**src/rtl/pro_pkg.sv**
```systemverilog
package pro_pkg;

    // ------------------------------------------------------------
    // Depth number format and sampling
    // ------------------------------------------------------------
    localparam int                 PRO_DEPTH_FRAC = 24;
    localparam logic signed [31:0] PRO_DEPTH_ONE  = 32'sh0100_0000;
    localparam int                 PRO_SAMPLES    = 8;
    localparam int                 PRO_BIAS_FRAC  = 8;
    localparam int                 PRO_R_SHIFT_MAX = 30;
    localparam logic [7:0]         PRO_AREA_FULL  = 8'hFF;

    // ------------------------------------------------------------
    // Encodings
    // ------------------------------------------------------------
    typedef enum logic [1:0] {
        PRO_FILL_POINT = 2'h0,
        PRO_FILL_LINE  = 2'h1,
        PRO_FILL_AREA  = 2'h2
    } pro_fill_t;

    typedef enum logic [1:0] {
        PRO_FACE_FRONT = 2'h0,
        PRO_FACE_BACK  = 2'h1,
        PRO_FACE_BOTH  = 2'h2
    } pro_face_t;

    localparam int PRO_OFS_POINT = 0;
    localparam int PRO_OFS_LINE  = 1;
    localparam int PRO_OFS_FILL  = 2;

    // ------------------------------------------------------------
    // Values after reset
    // ------------------------------------------------------------
    localparam pro_fill_t          PRO_RST_FILL   = PRO_FILL_AREA;
    localparam pro_face_t          PRO_RST_CULL   = PRO_FACE_BACK;
    localparam logic               PRO_RST_AA     = 1'b0;
    localparam logic [2:0]         PRO_RST_OFS_EN = 3'h0;
    localparam logic signed [15:0] PRO_RST_FACTOR = 16'sh0000;
    localparam logic signed [15:0] PRO_RST_UNITS  = 16'sh0000;
    localparam logic [1:0]         PRO_RST_IDX    = 2'h0;

    // ------------------------------------------------------------
    // Carriers
    // ------------------------------------------------------------
    typedef struct packed {
        logic [15:0]        x;
        logic [15:0]        y;
        logic signed [31:0] z;
    } pro_vtx_t;

    typedef struct packed {
        logic               front;
        pro_vtx_t [2:0]     v;
        logic signed [31:0] dzdx;
        logic signed [31:0] dzdy;
        logic signed [7:0]  zexp;
    } pro_prim_t;

    typedef struct packed {
        logic [15:0]            x;
        logic [15:0]            y;
        logic                   center_in;
        logic                   full_in;
        logic [7:0]             area_cov;
        logic [PRO_SAMPLES-1:0] smask;
        logic signed [31:0]     z;
        logic [31:0]            attr_ctr;
        logic [31:0]            attr_avg;
        logic                   last;
    } pro_frag_in_t;

    typedef struct packed {
        logic [15:0]            x;
        logic [15:0]            y;
        logic [PRO_SAMPLES-1:0] cov_mask;
        logic [7:0]             cov_area;
        logic signed [31:0]     z;
        logic [31:0]            attr;
    } pro_frag_out_t;

    typedef struct packed {
        logic               is_line;
        pro_vtx_t           va;
        pro_vtx_t           vb;
        logic               smooth;
        logic               multisample;
        logic               ofs_en;
        logic signed [31:0] ofs;
    } pro_sub_t;

    typedef struct packed {
        pro_fill_t          fill;
        pro_face_t          cull_sel;
        logic               aa;
        logic [2:0]         ofs_en;
        logic signed [15:0] factor;
        logic signed [15:0] units;
    } pro_state_t;

endpackage

```
**src/rtl/pro_raster_opts.sv**
```systemverilog
`timescale 1ns/10ps
`default_nettype none

module pro_raster_opts
    import pro_pkg::*;
#(
    parameter int                 FLOAT_MANT_BITS = 23,
    parameter logic signed [31:0] FIXED_R         = 32'sh0000_0001
) (
    input  wire logic               core_clk,
    input  wire logic               rst_n,
    input  wire logic               ctl_wr,
    input  wire logic               ctl_aa,
    input  wire logic [2:0]         ctl_ofs_en,
    input  wire logic               set_fill_style_wr,
    input  wire logic [1:0]         set_fill_style_face,
    input  wire logic [1:0]         set_fill_style_mode,
    input  wire logic               face_cull_select_wr,
    input  wire logic [1:0]         face_cull_select_sel,
    input  wire logic               set_depth_bias_wr,
    input  wire logic signed [15:0] set_depth_bias_factor,
    input  wire logic signed [15:0] set_depth_bias_units,
    input  wire logic               cull_enable,
    input  wire logic               point_aa_enable,
    input  wire logic               line_aa_enable,
    input  wire logic               ms_enable,
    input  wire logic               sample_buffers_one,
    input  wire logic               depth_is_float,
    input  wire logic               prim_valid,
    output logic                    prim_ready,
    input  wire pro_prim_t          prim,
    input  wire logic               frag_in_valid,
    output logic                    frag_in_ready,
    input  wire pro_frag_in_t       frag_in,
    output logic                    frag_out_valid,
    input  wire logic               frag_out_ready,
    output pro_frag_out_t           frag_out,
    output logic                    sub_valid,
    input  wire logic               sub_ready,
    output pro_sub_t                sub,
    output logic                    prim_done,
    output logic                    cmd_error,
    output pro_state_t              state
);
    import pro_pkg::*;

    // ------------------------------------------------------------
    // Rasterization state
    // ------------------------------------------------------------
    pro_state_t state_ff;
    pro_state_t nxt_state;
    logic       err_ff;
    logic       nxt_err;

    always_comb begin
        nxt_state = state_ff;
        nxt_err   = 1'b0;
        if (ctl_wr) begin
            nxt_state.aa     = ctl_aa;
            nxt_state.ofs_en = ctl_ofs_en;
        end
        if (set_fill_style_wr) begin
            if (set_fill_style_face == PRO_FACE_BOTH &&
                set_fill_style_mode != 2'h3) begin
                nxt_state.fill = pro_fill_t'(set_fill_style_mode);
            end else begin
                nxt_err = 1'b1;
            end
        end
        if (face_cull_select_wr) begin
            if (face_cull_select_sel != 2'h3) begin
                nxt_state.cull_sel = pro_face_t'(face_cull_select_sel);
            end else begin
                nxt_err = 1'b1;
            end
        end
        if (set_depth_bias_wr) begin
            nxt_state.factor = set_depth_bias_factor;
            nxt_state.units  = set_depth_bias_units;
        end
    end

    always_ff @(posedge core_clk) begin
        if (!rst_n) begin
            state_ff.fill     <= PRO_RST_FILL;
            state_ff.cull_sel <= PRO_RST_CULL;
            state_ff.aa       <= PRO_RST_AA;
            state_ff.ofs_en   <= PRO_RST_OFS_EN;
            state_ff.factor   <= PRO_RST_FACTOR;
            state_ff.units    <= PRO_RST_UNITS;
            err_ff            <= 1'b0;
        end else begin
            state_ff <= nxt_state;
            err_ff   <= nxt_err;
        end
    end

    assign state     = state_ff;
    assign cmd_error = err_ff;

    // ------------------------------------------------------------
    // Per-polygon depth offset
    // ------------------------------------------------------------
    logic signed [31:0] abs_dx;
    logic signed [31:0] abs_dy;
    logic signed [31:0] slope;
    logic signed [63:0] r_val;
    logic signed [63:0] o_sum;
    logic signed [31:0] o_val;
    logic               visible;
    int                 r_sh;

    always_comb begin
        abs_dx = prim.dzdx[31] ? -prim.dzdx : prim.dzdx;
        abs_dy = prim.dzdy[31] ? -prim.dzdy : prim.dzdy;
        slope  = (abs_dx > abs_dy) ? abs_dx : abs_dy;
        r_sh   = int'(prim.zexp) - FLOAT_MANT_BITS + PRO_DEPTH_FRAC;
        if (!depth_is_float) begin
            r_val = 64'(FIXED_R);
        end else if (r_sh <= 0) begin
            r_val = 64'sd1;
        end else if (r_sh > PRO_R_SHIFT_MAX) begin
            r_val = 64'sd1 <<< PRO_R_SHIFT_MAX;
        end else begin
            r_val = 64'sd1 <<< r_sh;
        end
        o_sum = (64'(slope) * 64'(state_ff.factor) +
                 r_val * 64'(state_ff.units)) >>> PRO_BIAS_FRAC;
        if (o_sum > 64'(PRO_DEPTH_ONE)) begin
            o_val = PRO_DEPTH_ONE;
        end else if (o_sum < -64'(PRO_DEPTH_ONE)) begin
            o_val = -PRO_DEPTH_ONE;
        end else begin
            o_val = o_sum[31:0];
        end
        visible = !cull_enable ||
                  (prim.front  && state_ff.cull_sel == PRO_FACE_BACK) ||
                  (!prim.front && state_ff.cull_sel == PRO_FACE_FRONT);
    end

    function automatic logic signed [31:0] clamp_z(
        input logic signed [32:0] v
    );
        logic signed [31:0] r;
        if (v < 33'sd0) begin
            r = 32'sh0000_0000;
        end else if (v > 33'(PRO_DEPTH_ONE)) begin
            r = PRO_DEPTH_ONE;
        end else begin
            r = v[31:0];
        end
        return r;
    endfunction

    // ------------------------------------------------------------
    // Primitive sequencing
    // ------------------------------------------------------------
    typedef enum logic [3:0] {
        PRO_ST_IDLE  = 4'b0001,
        PRO_ST_SUB   = 4'b0010,
        PRO_ST_FILL  = 4'b0100,
        PRO_ST_DRAIN = 4'b1000
    } pro_st_t;

    pro_st_t            st_ff;
    pro_st_t            nxt_st;
    pro_prim_t          prim_ff;
    pro_prim_t          nxt_prim;
    pro_fill_t          style_ff;
    pro_fill_t          nxt_style;
    logic               aa_ff;
    logic               nxt_aa;
    logic [2:0]         ofs_en_ff;
    logic [2:0]         nxt_ofs_en;
    logic signed [31:0] ofs_ff;
    logic signed [31:0] nxt_ofs;
    logic [1:0]         idx_ff;
    logic [1:0]         nxt_idx;
    logic               done_ff;
    logic               nxt_done;
    logic               fo_valid_ff;
    logic               nxt_fo_valid;
    pro_frag_out_t      fo_ff;
    pro_frag_out_t      nxt_fo;
    logic               ms;
    logic               emit;
    logic [1:0]         idx_b;

    assign ms            = ms_enable && sample_buffers_one;
    assign prim_ready    = (st_ff == PRO_ST_IDLE);
    assign frag_in_ready = (st_ff == PRO_ST_DRAIN) ||
                           ((st_ff == PRO_ST_FILL) &&
                            (!fo_valid_ff || frag_out_ready));
    assign sub_valid     = (st_ff == PRO_ST_SUB);
    assign idx_b         = (idx_ff == 2'h2) ? 2'h0 : idx_ff + 2'h1;

    always_comb begin
        sub.is_line     = (style_ff == PRO_FILL_LINE);
        sub.va          = prim_ff.v[idx_ff];
        sub.vb          = prim_ff.v[idx_b];
        sub.smooth      = sub.is_line ? line_aa_enable
                                      : point_aa_enable;
        sub.multisample = ms;
        sub.ofs_en      = sub.is_line ? ofs_en_ff[PRO_OFS_LINE]
                                      : ofs_en_ff[PRO_OFS_POINT];
        sub.ofs         = ofs_ff;
    end

    always_comb begin
        nxt_st       = st_ff;
        nxt_prim     = prim_ff;
        nxt_style    = style_ff;
        nxt_aa       = aa_ff;
        nxt_ofs_en   = ofs_en_ff;
        nxt_ofs      = ofs_ff;
        nxt_idx      = idx_ff;
        nxt_done     = 1'b0;
        nxt_fo_valid = fo_valid_ff && !frag_out_ready;
        nxt_fo       = fo_ff;
        emit         = 1'b0;
        unique case (st_ff)
            PRO_ST_IDLE: begin
                if (prim_valid) begin
                    nxt_prim   = prim;
                    nxt_style  = state_ff.fill;
                    nxt_aa     = state_ff.aa;
                    nxt_ofs_en = state_ff.ofs_en;
                    nxt_ofs    = o_val;
                    nxt_idx    = PRO_RST_IDX;
                    // Culling decided before the style takes effect
                    if (state_ff.fill != PRO_FILL_AREA) begin
                        nxt_st = visible ? PRO_ST_SUB : PRO_ST_IDLE;
                        nxt_done = !visible;
                    end else begin
                        nxt_st = visible ? PRO_ST_FILL
                                         : PRO_ST_DRAIN;
                    end
                end
            end
            PRO_ST_SUB: begin
                if (sub_ready) begin
                    nxt_idx = idx_b;
                    if (idx_ff == 2'h2) begin
                        nxt_st   = PRO_ST_IDLE;
                        nxt_done = 1'b1;
                    end
                end
            end
            PRO_ST_FILL: begin
                if (frag_in_valid && frag_in_ready) begin
                    if (ms) begin
                        emit = |frag_in.smask;
                    end else if (aa_ff) begin
                        emit = (frag_in.area_cov != 8'h00);
                    end else begin
                        emit = frag_in.center_in;
                    end
                    if (emit) begin
                        nxt_fo_valid    = 1'b1;
                        nxt_fo.x        = frag_in.x;
                        nxt_fo.y        = frag_in.y;
                        nxt_fo.cov_mask = ms ? frag_in.smask
                                             : {PRO_SAMPLES{1'b1}};
                        nxt_fo.cov_area = (!ms && aa_ff) ?
                                          frag_in.area_cov
                                          : PRO_AREA_FULL;
                        // Sample attributes come in per sample already
                        nxt_fo.attr     = (!ms && aa_ff && !frag_in.full_in)
                                          ? frag_in.attr_avg
                                          : frag_in.attr_ctr;
                        nxt_fo.z        = clamp_z(
                            33'(frag_in.z) +
                            (ofs_en_ff[PRO_OFS_FILL] ? 33'(ofs_ff)
                                                     : 33'sd0));
                    end
                    if (frag_in.last) begin
                        nxt_st   = PRO_ST_IDLE;
                        nxt_done = 1'b1;
                    end
                end
            end
            PRO_ST_DRAIN: begin
                // Culled polygon: fragments swallowed, none emitted
                if (frag_in_valid && frag_in.last) begin
                    nxt_st   = PRO_ST_IDLE;
                    nxt_done = 1'b1;
                end
            end
            default: begin
                nxt_st = PRO_ST_IDLE;
            end
        endcase
    end

    always_ff @(posedge core_clk) begin
        if (!rst_n) begin
            st_ff       <= PRO_ST_IDLE;
            prim_ff     <= '0;
            style_ff    <= PRO_RST_FILL;
            aa_ff       <= PRO_RST_AA;
            ofs_en_ff   <= PRO_RST_OFS_EN;
            ofs_ff      <= 32'sh0000_0000;
            idx_ff      <= PRO_RST_IDX;
            done_ff     <= 1'b0;
            fo_valid_ff <= 1'b0;
            fo_ff       <= '0;
        end else begin
            st_ff       <= nxt_st;
            prim_ff     <= nxt_prim;
            style_ff    <= nxt_style;
            aa_ff       <= nxt_aa;
            ofs_en_ff   <= nxt_ofs_en;
            ofs_ff      <= nxt_ofs;
            idx_ff      <= nxt_idx;
            done_ff     <= nxt_done;
            fo_valid_ff <= nxt_fo_valid;
            fo_ff       <= nxt_fo;
        end
    end

    assign frag_out_valid = fo_valid_ff;
    assign frag_out       = fo_ff;
    assign prim_done      = done_ff;

endmodule

`default_nettype wire
```
**config.mk**
```make
export PLATFORM = sky130hd
export DESIGN_NAME = pro_raster_opts
export DESIGN_NICKNAME = d
export VERILOG_FILES = /design/src/rtl/pro_pkg.sv /design/src/rtl/pro_raster_opts.sv
export SDC_FILE = /design/constraint.sdc
export NUM_CORES = 2
export LEC_CHECK = 0
export BUFFER_PORTS_ARGS = -buffer_cell sky130_fd_sc_hd__buf_4
export CORE_MARGIN = 4
export CORE_UTILIZATION = 59
export CTS_BUF_LIST = sky130_fd_sc_hd__clkbuf_4 sky130_fd_sc_hd__clkbuf_8
export CTS_CLUSTER_DIAMETER = 150
export CTS_CLUSTER_SIZE = 40
export DETAILED_ROUTE_END_ITERATION = 8
export PLACE_DENSITY = 0.81
export SETUP_SLACK_MARGIN = 0.3
export SKIP_CTS_REPAIR_TIMING = 1
export SLEW_MARGIN = 20
export SYNTH_ARGS = -nofsm -noshare
export SYNTH_HDL_FRONTEND = slang
export SYNTH_SLANG_ARGS = --single-unit
```
**constraint.sdc**
```tcl
create_clock -name core_clk -period 41.9 [get_ports core_clk]
set_clock_uncertainty 0.05 [all_clocks]
set_input_delay 8.38 -clock core_clk [delete_from_list [all_inputs] [get_ports core_clk]]
set_output_delay 8.38 -clock core_clk [all_outputs]
set_load 0.02 [all_outputs]
```
* Word-level counts from Yosys, hierarchy flattened *
Index checks and enable logic that the tools add are counted.

word-level totals
  register bits = 391
  output and inout bits = 322

cells by class
  add/sub/neg operators = 7
  multipliers = 2
  order comparisons = 9
  eq/ne operators = 17
  shift-type cells = 1
  multiplexer cells = 53
  reduce and logical (&&, ||, !) cells = 31

operators with widths
  kind                                                             number
  two-way mux 64 bit                                               5
  binary-select mux 64 bit (select 2 bit)                          2
  two-way mux 32 bit                                               8
  adder 48 x 64 -> 64 bit                                          1
  multiplier 64 x 16 -> 64 bit                                     1
  negation 32 bit                                                  2
  <<< shifter 2 x 32 -> 64 bit, first input constant               1
  > comparator 56 x 26 -> 1 bit, second input constant             1
  less-than comparator 56 x 25 -> 1 bit, second input constant     1
  multiplier 32 x 16 -> 48 bit                                     1
  adder 32 x 33 -> 33 bit                                          1
  > comparator 33 x 26 -> 1 bit, second input constant             1
  less-than comparator 33 x 1 -> 1 bit, second input constant      1
  two-way mux 33 bit                                               1
  > comparator 32 bit                                              1
  two-way mux 4 bit                                                8
  two-way mux 1 bit                                                20
  two-way mux 8 bit                                                2
  case mux 4 bit (4 select lines)                                  1
  adder 9 x 6 -> 10 bit, second input constant                     1
  > comparator 10 x 6 -> 1 bit, second input constant              1
  less-or-equal comparator 10 x 1 -> 1 bit, second input constant  1
  logical AND 1 bit                                                10
  != test 2 bit, second input constant                             5
  other kinds (22)                                                 43

* Logic depth before layout (Yosys ltp) *
  word-level depth = 11
  depth in mapped cells = 61

* Worst setup path before layout *
Ideal clock, no wire load.

  path kind = input to register
  start point = input prim[12] in the netlist's numbering
  end point = register ofs_ff[10]
  arrival time = 22.006 ns
  data required time = 41.789 ns
  slack = 19.783 ns
  stages on the path = 50
  buffers on the path = 5
  cells stage by stage = or4_1 or2_2 or3_1 or3_1 or4_1 o31ai_1 xor2_1 ha_1 a21o_1 a21o_1 a21o_1 a211oi_1 o21ai_0 a2111o_1 nand2_1 clkbuf_1 clkbuf_1 nor2_1 [... 14 more ...] inv_1 ha_1 clkbuf_1 nand4_1 or2_2 or3_1 nor2_1 nand2_1 o22ai_1 mux2i_1 nor2_1 or4_1 or4_1 o41ai_2 a31oi_2 nor2_2 buf_6 a32o_1

between the ends
  longest elaborated chain between the ends = 9
  elaborated cells on any way between the ends = 10

RTL lines
  item                                   RTL line                RTL
  start, declared                        pro_raster_opts.sv:31   input wire pro_prim_t prim,
  negation 32 bit                        pro_raster_opts.sv:115  abs_dy = prim.dzdy[31] ? -prim.dzdy : prim.dzdy;
  two-way mux 32 bit (*)                 pro_raster_opts.sv:115
  > comparator 32 bit                    pro_raster_opts.sv:116  slope = (abs_dx > abs_dy) ? abs_dx : abs_dy;
  two-way mux 32 bit (*)                 pro_raster_opts.sv:116
  multiplier 32 x 16 -> 48 bit (*)       pro_raster_opts.sv:127  o_sum = (64'(slope) * 64'(state_ff.factor) +
  adder 48 x 64 -> 64 bit (*)            pro_raster_opts.sv:127
  less-than comparator 56 x 25 -> 1 bit  pro_raster_opts.sv:131  end else if (o_sum < -64'(PRO_DEPTH_ONE)) begin
  two-way mux 32 bit                     pro_raster_opts.sv:131
  two-way mux 32 bit (*)                 pro_raster_opts.sv:129  if (o_sum > 64'(PRO_DEPTH_ONE)) begin
  end signal, assigned                   pro_raster_opts.sv:313  ofs_ff <= nxt_ofs;
  end, declared                          pro_raster_opts.sv:175  logic signed [31:0] ofs_ff;

Every way passes the cells marked *; elsewhere a longest branch is shown, timed or not.
A chain may end at the register's enable or synchronous reset.

* Final worst setup path *
  start point = input prim[12] in the netlist's numbering
  end point = register ofs_ff[4]

The elaborated chain is that of the path after synthesis.

==> impl_metrics.csv <==
group,metric,value,unit
status,outcome,"completed",
global_route,initial_antenna_violation_count,45,
sta,max_freq,0.0408,GHz
setup_path,reg2reg_from,"state[31]",
clock_tree,clock_insertion_delay_worst_skew,820,ps
synthesis,synth_enable_flop_cells,0,
synthesis,synth_flop_cell,"dfxtp_1",
synthesis,asyncSetResetFlopFracSynth,0,%
route,drt_wl_total,273,mm
route,drt-initial-drc-count,6663,
synthesis,synth_mux_area_share,2.90,%
synthesis,yosys.area_share.adder,46.9,%
setup_path,crit_fanout,47,
worst_hold_path,capture_endpoint_of_the_worst_hold_path,"frag_out[83]",
clock_tree,cts_max_path_buffers,3,
synthesis,syn_area,68100,sq um
synthesis,count_of_cell_types_in_the_netlist,92,
sta,finalSetupTns,0,ps
placed_design,place.port_buffers,791,
setup_path,slowest_stage,"a21oi_1",
worst_hold_path,whs_path_cells,2,
synthesis,post-synth-top-count-cell,"inv_1",
setup_path,worst-r2r-setup-slack,30330,ps
setup_path,reg2reg_to,"ofs_ff[4]",
setup_path,worst_ep_required_time,42650,ps
synthesis,post_synth_inst_count,7831,
setup_path,crit_path_max_incr_delay,820,ps
route,drt_pass1_iterations,6,
clock_tree,cts-buffers-inserted,17,
route,drc,0,
setup_path,cp_dominant_cell_by_count,"fa_1",
synthesis,xor_and_xnor_area_share_after_synthesis,2.06,%
floorplanning,floorplan.die_area,121000,sq um
route,post_drt_wl_per_cell,26.6,um
global_route,global_route_wire_length_before_repair,399,mm
synthesis,yosysWarningCount,0,
sta,grt_setup_unrepaired,"false",
synthesis,postSynthRegisterBits,391,
sta,finalCritPeriodShare,58.4,%
clock_tree,cts.reportedPaths.clkPinSlew,260,ps
sta,post-route-min-period,24490,ps
clock_tree,cts_tree,"yes",
floorplanning,initial_utilization,59.5,%
synthesis,postSynthAreaPerCell,8.69,sq um
synthesis,synth-simple-area-share,17.0,%
setup_path,crit_type,"in2reg",
route,vias,59800,
worst_hold_path,hold_path_class,"reg2reg",
route,routed_via_density,5.83,
synthesis,post_synth_most_frequent_cells,"inv_1, fa_1, nand2_1",
route,drtAntennaViolNets,0,
global_route,first_global_vias,60400,
synthesis,synth_compound_area_share,8.98,%
global_route,grt-ovfl-total,0,
run,drv_cap,0,
final_layout,area.growth.synth_to_final,13.5,%
synthesis,yosys-top-cells-area,"fa_1, dfxtp_1, inv_1",
setup_path,startpoint_type,"primary input",
final_layout,fin_nets,10900,
sta,setup_violations,0,
synthesis,synth_largest_area_cell,"fa_1",
floorplanning,die_height,348,um
placed_design,finalWeightedCongestion,1.09,
worst_hold_path,min_from,"frag_out[83]",
sta,maxSlewHeadroom,16.8,%
sta,finalHoldViolations,0,
setup_path,critPathArrivalTime,25240,ps
floorplanning,top_ports,792,
clock_tree,total_clock_sinks,391,
synthesis,synth_top_family_by_area,"adder cells",
sta,tightestPinTransition,1240,ps
synthesis,synth-seq-area-share,11.5,%
global_route,gr-usage-all-layers,45.1,%
setup_path,endpoint_kind,"flop",
synthesis,synth_top_area_share,41.6,%
setup_path,r2r_cells,29,
floorplanning,core-area,115000,sq um
clock_tree,clock_tree.htree_level_count,1,
global_route,grt_start_max_net_pins,117,
floorplanning,fp-row-count,124,
clock_tree,clock_tree.root_cell,"clkbuf_8",
final_layout,share_of_layout_cells_above_drive_strength_1,11.9,%
placed_design,dpl.hpwl,230,mm
final_layout,final.fill_count,9364,
floorplanning,die_width,348,um
sta,final-max-slew-violation-count,0,
[kinds of logic after synthesis]
family	after synthesis
muxes	197
DFF	391
xor gates and xnor gates	159
adders and majority gates	1704
and+or+nand+nor	2448
buffers and inverters	1917
other	2
AOI/OAI and AO/OA	1013
[registers in the layout, summed over array words and instances (netlist names)]
name	flops
prim_ff	192
st_ff	4
idx_ff	2
ofs_ff	32
cmd_error	1
ofs_en_ff	3
aa_ff	1
style_ff	2
frag_out_valid	1
prim_done	1
state	40
frag_out	112
[critical path, delay by kind of cell]
| family | cells | cell delay [ps] |
|---|---|---|
| adders and majority gates | 10 | 4700 |
| AOI/OAI and AO/OA | 15 | 4860 |
| xor gates and xnor gates | 2 | 500 |
| buffers and inverters | 7 | 1140 |
| and+or+nand+nor | 14 | 5640 |
[per-stage QoR]
step / worst slack (ps) / cells / instance area (sq um) / hold slack, ps / utilization (%)
after CTS: 17740 / 10200 / 77200 / 425 / 67.4
after global placement: 16870 / 10200 / 76700 / 388 / 67.0
final: 17410 / 10300 / 77300 / 424 / 67.5
after global routing: 16950 / 10300 / 77200 / 441 / 67.5
after detailed placement: 16900 / 10200 / 76700 / 399 / 67.0
after floorplan: 19780 / 8189 / 69400 / 382 / -
[cell type report]
type                    instances  area (sq um)  share of cell area [%]
well taps                    1512          1890                    2.45
repair buffers                915          6870                    8.89
inverters                    1513          5690                    7.36
flip-flops and latches        391          7850                    10.2
multi-input cells            5881         54500                    70.5
clock buffers                  19           255                   0.330
diodes                         31          77.6                   0.100
clock inverters                 7           164                   0.212
[worst max-delay path by stage]
stage	from	end	slack (ps)	cells after the start
3_3_place_gp	prim[12]	ofs_ff[3]	16870	48
4_1_cts	prim[12]	ofs_ff[7]	17740	48
6_report	prim[12]	ofs_ff[4]	17410	48
3_5_place_dp	prim[12]	ofs_ff[7]	16900	48
5_1_grt	prim[12]	ofs_ff[4]	16950	48
2_1_floorplan	prim[12]	ofs_ff[10]	19780	50
[cells in the final DEF (no fill, tap or decap), types with 12 or more instances in the layout]
cell	netlist	routed
dfxtp_1	391	376
dfxtp_2	0	13
inv_1	1513	1512
o21bai_1	29	29
nand4_1	38	38
xnor2_1	71	71
o21ai_1	2	19
a21oi_1	397	396
a31oi_1	23	23
diode_2	0	31
nor2b_1	30	29
xor2_1	87	87
or4_1	14	14
nand2b_1	63	63
ha_1	289	289
and3_1	18	18
a21o_1	66	66
and2_1	547	546
nor4_1	25	25
a311oi_1	37	37
buf_4	1	914
nor3_1	95	93
nand2_1	1226	1224
a211oi_1	12	12
o21a_1	20	20
mux2i_1	193	187
fa_1	1415	1415
nand3_1	47	47
o21ai_0	291	273
nor2_1	252	241
o31ai_1	22	22
clkbuf_8	0	18
or3_1	24	24
conb_1	2	360
or2_2	24	24
a32o_1	17	17
[metal layers]
metal	part of all wire, %	GRT usage (%)
met1	38	59.8
met5	0.085	0
met2	43	66.3
met4	7.0	25.0
met3	12	13.9
Power is not shown: default switching activity piles up to over one toggle a cycle in this logic, so the estimate is an artifact.
